==> config.mk <==
export PLATFORM = sky130hd
export DESIGN_NAME = ocs_regs
export DESIGN_NICKNAME = d
export VERILOG_FILES = /design/src/ocs_pkg.sv /design/src/ocs_event_flags.sv /design/src/ocs_regs.sv /design/src/ocs_sel_decode.sv
export SDC_FILE = /design/constraint.sdc
export NUM_CORES = 1
export LEC_CHECK = 0
export ABC_AREA = 0
export BUFFER_PORTS_ARGS = -buffer_cell sky130_fd_sc_hd__buf_4
export CAP_MARGIN = 10
export CORE_ASPECT_RATIO = 0.7
export CORE_MARGIN = 3
export CORE_UTILIZATION = 30
export CTS_CLUSTER_DIAMETER = 200
export DETAILED_ROUTE_END_ITERATION = 12
export GPL_ROUTABILITY_DRIVEN = 1
export PLACE_DENSITY = 0.49
export SLEW_MARGIN = 40
export SYNTH_ARGS = -nofsm -noshare
export SYNTH_HDL_FRONTEND = slang
export SYNTH_SLANG_ARGS = --single-unit
==> constraint.sdc <==
create_clock -name sys_clk_i -period 2.2 [get_ports sys_clk_i]
set_input_delay 0.44 -clock sys_clk_i [delete_from_list [all_inputs] [get_ports sys_clk_i]]
set_output_delay 0.44 -clock sys_clk_i [all_outputs]
set_load 0.01 [all_outputs]
==> src/ocs_pkg.sv <==
package ocs_pkg;

   // ==========================================================
   // Register offsets
   localparam logic [7:0] OCS_OFS_FLUSH = 8'h55;
   localparam logic [7:0] OCS_OFS_OUT0 = 8'h56;
   localparam logic [7:0] OCS_OFS_OUT1 = 8'h57;
   localparam logic [7:0] OCS_OFS_OUT2 = 8'h58;
   localparam logic [7:0] OCS_OFS_FP8K = 8'h59;
   localparam logic [7:0] OCS_OFS_FP2K = 8'h5a;
   localparam logic [7:0] OCS_OFS_OUT5 = 8'h5b;
   localparam logic [7:0] OCS_OFS_OUT6 = 8'h5c;
   localparam logic [7:0] OCS_OFS_OUT7 = 8'h5d;
   localparam logic [7:0] OCS_OFS_EVT_LO = 8'h5e;
   localparam logic [7:0] OCS_OFS_EVT_HI = 8'h5f;
   localparam logic [7:0] OCS_OFS_EN_LO = 8'h60;
   localparam logic [7:0] OCS_OFS_EN_HI = 8'h61;

   // ==========================================================
   // Field positions and widths
   localparam int OCS_FLUSH_SCOPE_BIT = 0;
   localparam int OCS_EVT_W = 10;
   localparam int OCS_EVT_LO_W = 8;
   localparam int OCS_EVT_HI_W = 2;
   localparam int OCS_REF_N = 12;
   localparam int OCS_EVT_REF_LOST = 8;
   localparam int OCS_EVT_REF_GAINED = 9;

   // ==========================================================
   // Reset values
   localparam logic [1:0] OCS_RST_OUT0 = 2'h0;
   localparam logic [2:0] OCS_RST_OUT1 = 3'h1;
   localparam logic [2:0] OCS_RST_OUT2 = 3'h2;
   localparam logic [5:0] OCS_RST_FP8K = 6'h3f;
   localparam logic [5:0] OCS_RST_FP2K = 6'h3f;
   localparam logic [1:0] OCS_RST_OUT5 = 2'h2;
   localparam logic [3:0] OCS_RST_OUT6 = 4'h1;
   localparam logic [1:0] OCS_RST_OUT7 = 2'h2;
   localparam logic [9:0] OCS_RST_EN = 10'h000;

   // ==========================================================
   // Special codes
   localparam logic [1:0] OCS_CODE2_RSVD = 2'h3;
   localparam logic [5:0] OCS_PULSE_HALF = 6'h3f;

   // ==========================================================
   // Carriers
   typedef struct packed {
      logic [1:0] out0;
      logic [2:0] out1;
      logic [2:0] out2;
      logic [5:0] fp8k;
      logic [5:0] fp2k;
      logic [1:0] out5;
      logic [3:0] out6;
      logic [1:0] out7;
   } ocs_sel_type;

   typedef struct packed {
      logic [7:0] enable;
      logic fp8k_half;
      logic fp2k_half;
   } ocs_live_type;

   typedef struct packed {
      logic pulse;
      logic both;
   } ocs_flush_type;

endpackage : ocs_pkg

==> src/ocs_event_flags.sv <==
`timescale 1ns/1ps
`default_nettype none
module ocs_event_flags
   import ocs_pkg::*;
(
   input wire logic sys_clk_i,
   input wire logic rstn_i,
   input wire logic [OCS_EVT_W-1:0] set_i,
   input wire logic [OCS_EVT_W-1:0] clr_i,
   output logic [OCS_EVT_W-1:0] flags_o
);

   // ==========================================================
   // Sticky flags
   logic [OCS_EVT_W-1:0] flags_r;
   logic [OCS_EVT_W-1:0] flags_nxt;

   // A new event in the clear cycle survives
   assign flags_nxt = (flags_r & ~clr_i) | set_i;

   always_ff @(posedge sys_clk_i)
   begin
      if (!rstn_i)
         flags_r <= '0;
      else
         flags_r <= flags_nxt;
   end

   assign flags_o = flags_r;

endmodule : ocs_event_flags
`default_nettype wire

==> src/ocs_regs.sv <==
`timescale 1ns/1ps
`default_nettype none
module ocs_regs
   import ocs_pkg::*;
(
   input wire logic sys_clk_i,
   input wire logic rstn_i,
   input wire logic [7:0] reg_addr_i,
   input wire logic [7:0] reg_wdata_i,
   input wire logic reg_wr_i,
   input wire logic reg_rd_i,
   output logic [7:0] reg_rdata_o,
   output logic reg_rvalid_o,
   input wire logic [3:0] primary_event_i,
   input wire logic [3:0] secondary_event_i,
   input wire logic [OCS_REF_N-1:0] ref_qualified_i,
   output ocs_flush_type hist_flush_o,
   output ocs_sel_type sel_o,
   output ocs_live_type live_o,
   output logic [OCS_EVT_W-1:0] event_flags_o,
   output logic event_irq_o
);

   // ==========================================================
   // Address decode
   function automatic logic wr_hit(input logic wr, input logic [7:0] addr, input logic [7:0] ofs);
      wr_hit = wr && (addr == ofs);
   endfunction : wr_hit

   wire logic wr_flush;
   wire logic wr_out0;
   wire logic wr_out1;
   wire logic wr_out2;
   wire logic wr_fp8k;
   wire logic wr_fp2k;
   wire logic wr_out5;
   wire logic wr_out6;
   wire logic wr_out7;
   wire logic wr_evt_lo;
   wire logic wr_evt_hi;
   wire logic wr_en_lo;
   wire logic wr_en_hi;

   assign wr_flush = wr_hit(reg_wr_i, reg_addr_i, OCS_OFS_FLUSH);
   assign wr_out0 = wr_hit(reg_wr_i, reg_addr_i, OCS_OFS_OUT0);
   assign wr_out1 = wr_hit(reg_wr_i, reg_addr_i, OCS_OFS_OUT1);
   assign wr_out2 = wr_hit(reg_wr_i, reg_addr_i, OCS_OFS_OUT2);
   assign wr_fp8k = wr_hit(reg_wr_i, reg_addr_i, OCS_OFS_FP8K);
   assign wr_fp2k = wr_hit(reg_wr_i, reg_addr_i, OCS_OFS_FP2K);
   assign wr_out5 = wr_hit(reg_wr_i, reg_addr_i, OCS_OFS_OUT5);
   assign wr_out6 = wr_hit(reg_wr_i, reg_addr_i, OCS_OFS_OUT6);
   assign wr_out7 = wr_hit(reg_wr_i, reg_addr_i, OCS_OFS_OUT7);
   assign wr_evt_lo = wr_hit(reg_wr_i, reg_addr_i, OCS_OFS_EVT_LO);
   assign wr_evt_hi = wr_hit(reg_wr_i, reg_addr_i, OCS_OFS_EVT_HI);
   assign wr_en_lo = wr_hit(reg_wr_i, reg_addr_i, OCS_OFS_EN_LO);
   assign wr_en_hi = wr_hit(reg_wr_i, reg_addr_i, OCS_OFS_EN_HI);

   // ==========================================================
   // Flush command
   ocs_flush_type flush_r;
   ocs_flush_type flush_nxt;

   // Scope is held so the history logic may sample it with the pulse
   assign flush_nxt.pulse = wr_flush;
   assign flush_nxt.both = wr_flush ? reg_wdata_i[OCS_FLUSH_SCOPE_BIT] : flush_r.both;

   always_ff @(posedge sys_clk_i)
   begin
      if (!rstn_i)
         flush_r <= '0;
      else
         flush_r <= flush_nxt;
   end

   // ==========================================================
   // Output selectors, only the defined width is stored
   ocs_sel_type sel_r;
   ocs_sel_type sel_nxt;

   assign sel_nxt.out0 = wr_out0 ? reg_wdata_i[1:0] : sel_r.out0;
   assign sel_nxt.out1 = wr_out1 ? reg_wdata_i[2:0] : sel_r.out1;
   assign sel_nxt.out2 = wr_out2 ? reg_wdata_i[2:0] : sel_r.out2;
   assign sel_nxt.fp8k = wr_fp8k ? reg_wdata_i[5:0] : sel_r.fp8k;
   assign sel_nxt.fp2k = wr_fp2k ? reg_wdata_i[5:0] : sel_r.fp2k;
   assign sel_nxt.out5 = wr_out5 ? reg_wdata_i[1:0] : sel_r.out5;
   assign sel_nxt.out6 = wr_out6 ? reg_wdata_i[3:0] : sel_r.out6;
   assign sel_nxt.out7 = wr_out7 ? reg_wdata_i[1:0] : sel_r.out7;

   always_ff @(posedge sys_clk_i)
   begin
      if (!rstn_i)
      begin
         sel_r.out0 <= OCS_RST_OUT0;
         sel_r.out1 <= OCS_RST_OUT1;
         sel_r.out2 <= OCS_RST_OUT2;
         sel_r.fp8k <= OCS_RST_FP8K;
         sel_r.fp2k <= OCS_RST_FP2K;
         sel_r.out5 <= OCS_RST_OUT5;
         sel_r.out6 <= OCS_RST_OUT6;
         sel_r.out7 <= OCS_RST_OUT7;
      end
      else
         sel_r <= sel_nxt;
   end

   // ==========================================================
   // Live output enables, decoded from the next selector value
   // so that the registered enables line up with sel_r
   ocs_live_type live_nxt;
   ocs_live_type live_r;

   ocs_sel_decode u_decode
   (
      .sel_i(sel_nxt),
      .live_o(live_nxt)
   );

   always_ff @(posedge sys_clk_i)
   begin
      if (!rstn_i)
      begin
         // Only output 0 starts switched off
         live_r.enable <= 8'hfe;
         live_r.fp8k_half <= 1'b1;
         live_r.fp2k_half <= 1'b1;
      end
      else
         live_r <= live_nxt;
   end

   // ==========================================================
   // Reference qualification edges
   // The first sample after reset only primes the history, so a
   // reference already qualified at start-up raises no event
   logic [OCS_REF_N-1:0] ref_prev_r;
   logic ref_primed_r;
   wire logic ref_lost;
   wire logic ref_gained;

   assign ref_lost = ref_primed_r && |(ref_prev_r & ~ref_qualified_i);
   assign ref_gained = ref_primed_r && |(~ref_prev_r & ref_qualified_i);

   always_ff @(posedge sys_clk_i)
   begin
      if (!rstn_i)
      begin
         ref_prev_r <= '0;
         ref_primed_r <= 1'b0;
      end
      else
      begin
         ref_prev_r <= ref_qualified_i;
         ref_primed_r <= 1'b1;
      end
   end

   // ==========================================================
   // Event flags
   wire logic [OCS_EVT_W-1:0] evt_set;
   wire logic [OCS_EVT_W-1:0] evt_clr;
   wire logic [OCS_EVT_W-1:0] evt_flags;

   // Clears come only from writes to the two event offsets
   assign evt_set = {ref_gained, ref_lost, secondary_event_i, primary_event_i};
   assign evt_clr = {(wr_evt_hi ? reg_wdata_i[OCS_EVT_HI_W-1:0] : 2'h0),
                     (wr_evt_lo ? reg_wdata_i : 8'h00)};

   ocs_event_flags u_flags
   (
      .sys_clk_i(sys_clk_i),
      .rstn_i(rstn_i),
      .set_i(evt_set),
      .clr_i(evt_clr),
      .flags_o(evt_flags)
   );

   // ==========================================================
   // Event enables and request
   logic [OCS_EVT_W-1:0] en_r;
   logic [OCS_EVT_W-1:0] en_nxt;
   logic irq_r;
   logic [OCS_EVT_W-1:0] evt_flags_r;

   // Registered request costs a cycle but keeps the output glitch free
   assign en_nxt = {(wr_en_hi ? reg_wdata_i[OCS_EVT_HI_W-1:0] : en_r[9:8]),
                    (wr_en_lo ? reg_wdata_i : en_r[7:0])};

   always_ff @(posedge sys_clk_i)
   begin
      if (!rstn_i)
      begin
         en_r <= OCS_RST_EN;
         irq_r <= 1'b0;
         evt_flags_r <= '0;
      end
      else
      begin
         en_r <= en_nxt;
         irq_r <= |(evt_flags & en_r);
         evt_flags_r <= evt_flags;
      end
   end

   // ==========================================================
   // Read data, one cycle after the strobe
   // Reads have no side effects; the flush register and
   // unmapped offsets read zero
   logic [7:0] rd_mux;
   logic [7:0] rdata_r;
   logic rvalid_r;
   wire logic [7:0] rb_flush;
   wire logic [7:0] rb_out0;
   wire logic [7:0] rb_out1;
   wire logic [7:0] rb_out2;
   wire logic [7:0] rb_fp8k;
   wire logic [7:0] rb_fp2k;
   wire logic [7:0] rb_out5;
   wire logic [7:0] rb_out6;
   wire logic [7:0] rb_out7;
   wire logic [7:0] rb_evt_lo;
   wire logic [7:0] rb_evt_hi;
   wire logic [7:0] rb_en_lo;
   wire logic [7:0] rb_en_hi;

   // Unused selector bits are not stored, so they pad with zero here;
   // the flush command keeps no state worth showing
   assign rb_flush = 8'h00;
   assign rb_out0 = {6'h00, sel_r.out0};
   assign rb_out1 = {5'h00, sel_r.out1};
   assign rb_out2 = {5'h00, sel_r.out2};
   assign rb_fp8k = {2'h0, sel_r.fp8k};
   assign rb_fp2k = {2'h0, sel_r.fp2k};
   assign rb_out5 = {6'h00, sel_r.out5};
   assign rb_out6 = {4'h0, sel_r.out6};
   assign rb_out7 = {6'h00, sel_r.out7};
   assign rb_evt_lo = evt_flags[7:0];
   assign rb_evt_hi = {6'h00, evt_flags[9:8]};
   assign rb_en_lo = en_r[7:0];
   assign rb_en_hi = {6'h00, en_r[9:8]};

   always_comb
   begin
      rd_mux = 8'h00;
      case (reg_addr_i)
         OCS_OFS_FLUSH: rd_mux = rb_flush;
         OCS_OFS_OUT0: rd_mux = rb_out0;
         OCS_OFS_OUT1: rd_mux = rb_out1;
         OCS_OFS_OUT2: rd_mux = rb_out2;
         OCS_OFS_FP8K: rd_mux = rb_fp8k;
         OCS_OFS_FP2K: rd_mux = rb_fp2k;
         OCS_OFS_OUT5: rd_mux = rb_out5;
         OCS_OFS_OUT6: rd_mux = rb_out6;
         OCS_OFS_OUT7: rd_mux = rb_out7;
         OCS_OFS_EVT_LO: rd_mux = rb_evt_lo;
         OCS_OFS_EVT_HI: rd_mux = rb_evt_hi;
         OCS_OFS_EN_LO: rd_mux = rb_en_lo;
         OCS_OFS_EN_HI: rd_mux = rb_en_hi;
         default: rd_mux = 8'h00;
      endcase
   end

   always_ff @(posedge sys_clk_i)
   begin
      if (!rstn_i)
      begin
         rdata_r <= 8'h00;
         rvalid_r <= 1'b0;
      end
      else
      begin
         rdata_r <= reg_rd_i ? rd_mux : 8'h00;
         rvalid_r <= reg_rd_i;
      end
   end

   // ==========================================================
   // Outputs
   assign reg_rdata_o = rdata_r;
   assign reg_rvalid_o = rvalid_r;
   assign hist_flush_o = flush_r;
   assign sel_o = sel_r;
   assign live_o = live_r;
   assign event_flags_o = evt_flags_r;
   assign event_irq_o = irq_r;

endmodule : ocs_regs
`default_nettype wire

==> src/ocs_sel_decode.sv <==
`timescale 1ns/1ps
`default_nettype none
module ocs_sel_decode
   import ocs_pkg::*;
(
   input wire ocs_sel_type sel_i,
   output ocs_live_type live_o
);

   // ==========================================================
   // Two-bit selectors share one reserved code
   function automatic logic two_bit_live(input logic [1:0] code);
      two_bit_live = (code != 2'h0) && (code != OCS_CODE2_RSVD);
   endfunction : two_bit_live

   wire logic out6_rsvd;
   assign out6_rsvd = (sel_i.out6 inside {4'h6, 4'h7, 4'h8, 4'he, 4'hf});

   // ==========================================================
   // Reserved codes stay stored but switch the output off
   assign live_o.enable[0] = two_bit_live(sel_i.out0);
   assign live_o.enable[1] = (sel_i.out1 != 3'h0);
   assign live_o.enable[2] = (sel_i.out2 != 3'h0);
   assign live_o.enable[3] = (sel_i.fp8k != 6'h00);
   assign live_o.enable[4] = (sel_i.fp2k != 6'h00);
   assign live_o.enable[5] = two_bit_live(sel_i.out5);
   assign live_o.enable[6] = (sel_i.out6 != 4'h0) && !out6_rsvd;
   assign live_o.enable[7] = two_bit_live(sel_i.out7);
   assign live_o.fp8k_half = (sel_i.fp8k == OCS_PULSE_HALF);
   assign live_o.fp2k_half = (sel_i.fp2k == OCS_PULSE_HALF);

endmodule : ocs_sel_decode
`default_nettype wire

==> impl_metrics.tcl <==
set metrics [dict create \
    status "completed" \
    tritoncts "done" \
    start_util_pct 31.7 \
    path_clk_slew_ns 0.06 \
    yosysTopAreaCell "dfxtp_1" \
    synth_common_cells "dfxtp_1 (93), mux2i_1 (46), nand2_1 (37), nor2_1 (32), and2_1 (23)" \
    grt_first_pass_wirelength_microns 20300 \
    dp_hpwl_microns 9670 \
    fmaxAchievable_mhz 579 \
    dpl_worst_slack_ns 0.186 \
    finalWorstSetupSlack_ns 0.474 \
    grt_pass1_vias 3524 \
    cp_data_arrival_time_ns 1.99 \
    route.detailed.drc 0 \
    p_switching_mw 0.843 \
    skew_ns 0.00676 \
    totalWireLength_microns 12900 \
    nets 559 \
    cp.required_ns 2.47 \
    tightest_slew_ns 0.544 \
    setup_viol 0 \
    area_growth_pct 31.9 \
    yosysWarnings 0 \
    switching_share_pct 22.6 \
    min_period_ns 1.73 \
    ctsHoldBuffers 0 \
    place_inst 688 \
    core_area_sq_um 12800 \
    synth_nets 457 \
    synth_area_sq_um 4050 \
    intPower_mw 2.89 \
    slew_viol_final 0 \
    synthFlopType "dfxtp_1" \
    clockRootBuffer "clkbuf_16" \
    cp-end-kind "flip-flop" \
    async_reset_ff_share_pct 0 \
    clock_path_buffers 2 \
    ys_seq_area_share_pct 45.9 \
    setup_tns_ns 0 \
    boundaryPins 100 \
    cts_resized 0 \
    rsz0062_at_grt "no" \
    syn_inst 417 \
    synth_edf_count 0 \
    postCtsSetupRepairBufs 0 \
    synthTopCellsByArea "dfxtp_1 (46%), mux2i_1 (11%), and2_1 (3.5%)" \
    drt-pass1-iter-count 4 \
    combPwrFrac_pct 8.3 \
    synth_seq_cells 93 \
    crit_fanout 15 \
    p_leak_nw 2.12 \
    cts.sinks 93 \
    final_cells 703 \
    synth_most_common_cell "dfxtp_1" \
    clk_latency_ns 0.34 \
    crit_type "input port to flip-flop" \
    fp.dieH_microns 103 \
    min_path_type "input port to flip-flop" \
    hold_violations 0 \
    grt_use_total_pct 17.4 \
    final_util_pct 41.8 \
    synth_cell_types 60 \
    drive_gt1_share_pct 27.5 \
    pwr-share-clk_pct 44.7 \
    grt_start_max_net_pins 44 \
    sequentialPowerShare_pct 47.0 \
    ant_nets 0 \
    numPortBuffers 99 \
    power.total_mw 3.73 \
    grt-ovfl-total 0 \
    cap_viol_max_count 0 \
    dieWidth_microns 145 \
    gp_congestion 0.823 \
    fin_crit_sh_pct 78.4 \
    htreeDepth 3 \
    avgSynthCellArea_sq_um 9.72 \
    start_kind "input port" \
    first_iter_violations 212 \
    synth_top_area_share_pct 45.9 \
    num_vias 3502 \
    ir_drop_mv 0.456 \
    wl_per_cell_microns 18.4 \
    std_cell_rows 34 \
    cts_buffers 9 \
    powerDensity_nw_per_um2 697 \
    relSlewSlack_pct 63.7 \
    vias_per_cell 4.98 \
    num_antenna_cells 0 \
    dieArea_sq_um 15000 \
    antenna_found_initial 0 \
]
sequential cells by signal, indices dropped and copies added (netlist names):
signal           count
live_o              10
reg_rdata_o          8
event_irq_o          1
u_flags.flags_o     10
hist_flush_o         2
event_flags_o       10
sel_o               28
reg_rvalid_o         1
en_r                10
ref_primed_r         1
ref_prev_r          12
logic make-up (layout without fill, tap and decap cells):
logic type             count (synthesis)  in the layout  share of synthesized area (%)
multiplexers                          52             52                           13.3
flip-flops                            93             93                           45.9
buffers and inverters                 31            137                           3.39
AND/OR/NAND/NOR                      169            169                           23.9
XOR/XNOR                               4              4                          0.864
AO/OA/AOI/OAI                         68             68                           12.6
through the flow:
step,instance area [sq um],hold slack [ns]
final,5350,0.306
after global routing,5350,0.302
after CTS,5350,0.296
after detailed placement,5030,0.472
after global placement,5030,0.466
after floorplan,4050,0.444
path summary, 6_finish.rpt:
path | cells after the start | start | slack [ns] | to
max | 5 | reg_addr_i[2] | 0.47 | reg_rdata_o[0]
min | 2 | primary_event_i[0] | 0.31 | u_flags.flags_o[0]
max reg2reg | 4 | u_flags.flags_o[2] | 0.59 | reg_rdata_o[2]
min reg2reg | 2 | ref_primed_r | 0.48 | u_flags.flags_o[9]
worst max-delay path: stages:
cell	delay, ns
buf_4	0.18
nor3b_1	0.48
and3_1	0.50
a222oi_1	0.22
o22ai_1	0.17
per-layer routing:
layer | vias to the layer above | track usage (%) | wire, microns
li1 | 1702 | - | -
met1 | 1653 | 26.0 | 6630
met2 | 136 | 24.5 | 5180
met3 | 11 | 5.05 | 990
met4 | 0 | 4.60 | 140
met5 | - | 0 | 0
power by group through the flow:
stage                     clock network, mW  logic, mW  registers, mW
after floorplan                           0      0.162           1.78
after global placement                    0      0.308           1.79
after detailed placement                  0      0.310           1.79
after CTS                              1.72      0.312           1.75
after global routing                   1.78      0.340           1.75
final                                  1.67      0.310           1.75
final cells by class:
type / count / area [sq um]
fillers: 1290 / 7460
clock buffers: 10 / 239
inverters: 8 / 30.0
repair buffers: 114 / 856
well taps: 180 / 225
flip-flops and latches: 93 / 1860
multi-input cells: 293 / 2050
clock inverters: 5 / 82.6
cells in the final DEF, fill, tap and decap left out, types with 9 or more instances in the layout:
cell	netlist	layout
a21oi_1	12	12
and2_1	23	23
buf_4	1	114
clkbuf_16	0	9
dfxtp_1	93	93
mux2i_1	46	46
nand2_1	37	37
nand2b_1	12	12
nand3_1	10	10
nor2_1	32	32
nor2b_1	12	12
nor3_1	9	9
(Power assumes the default switching activity.)
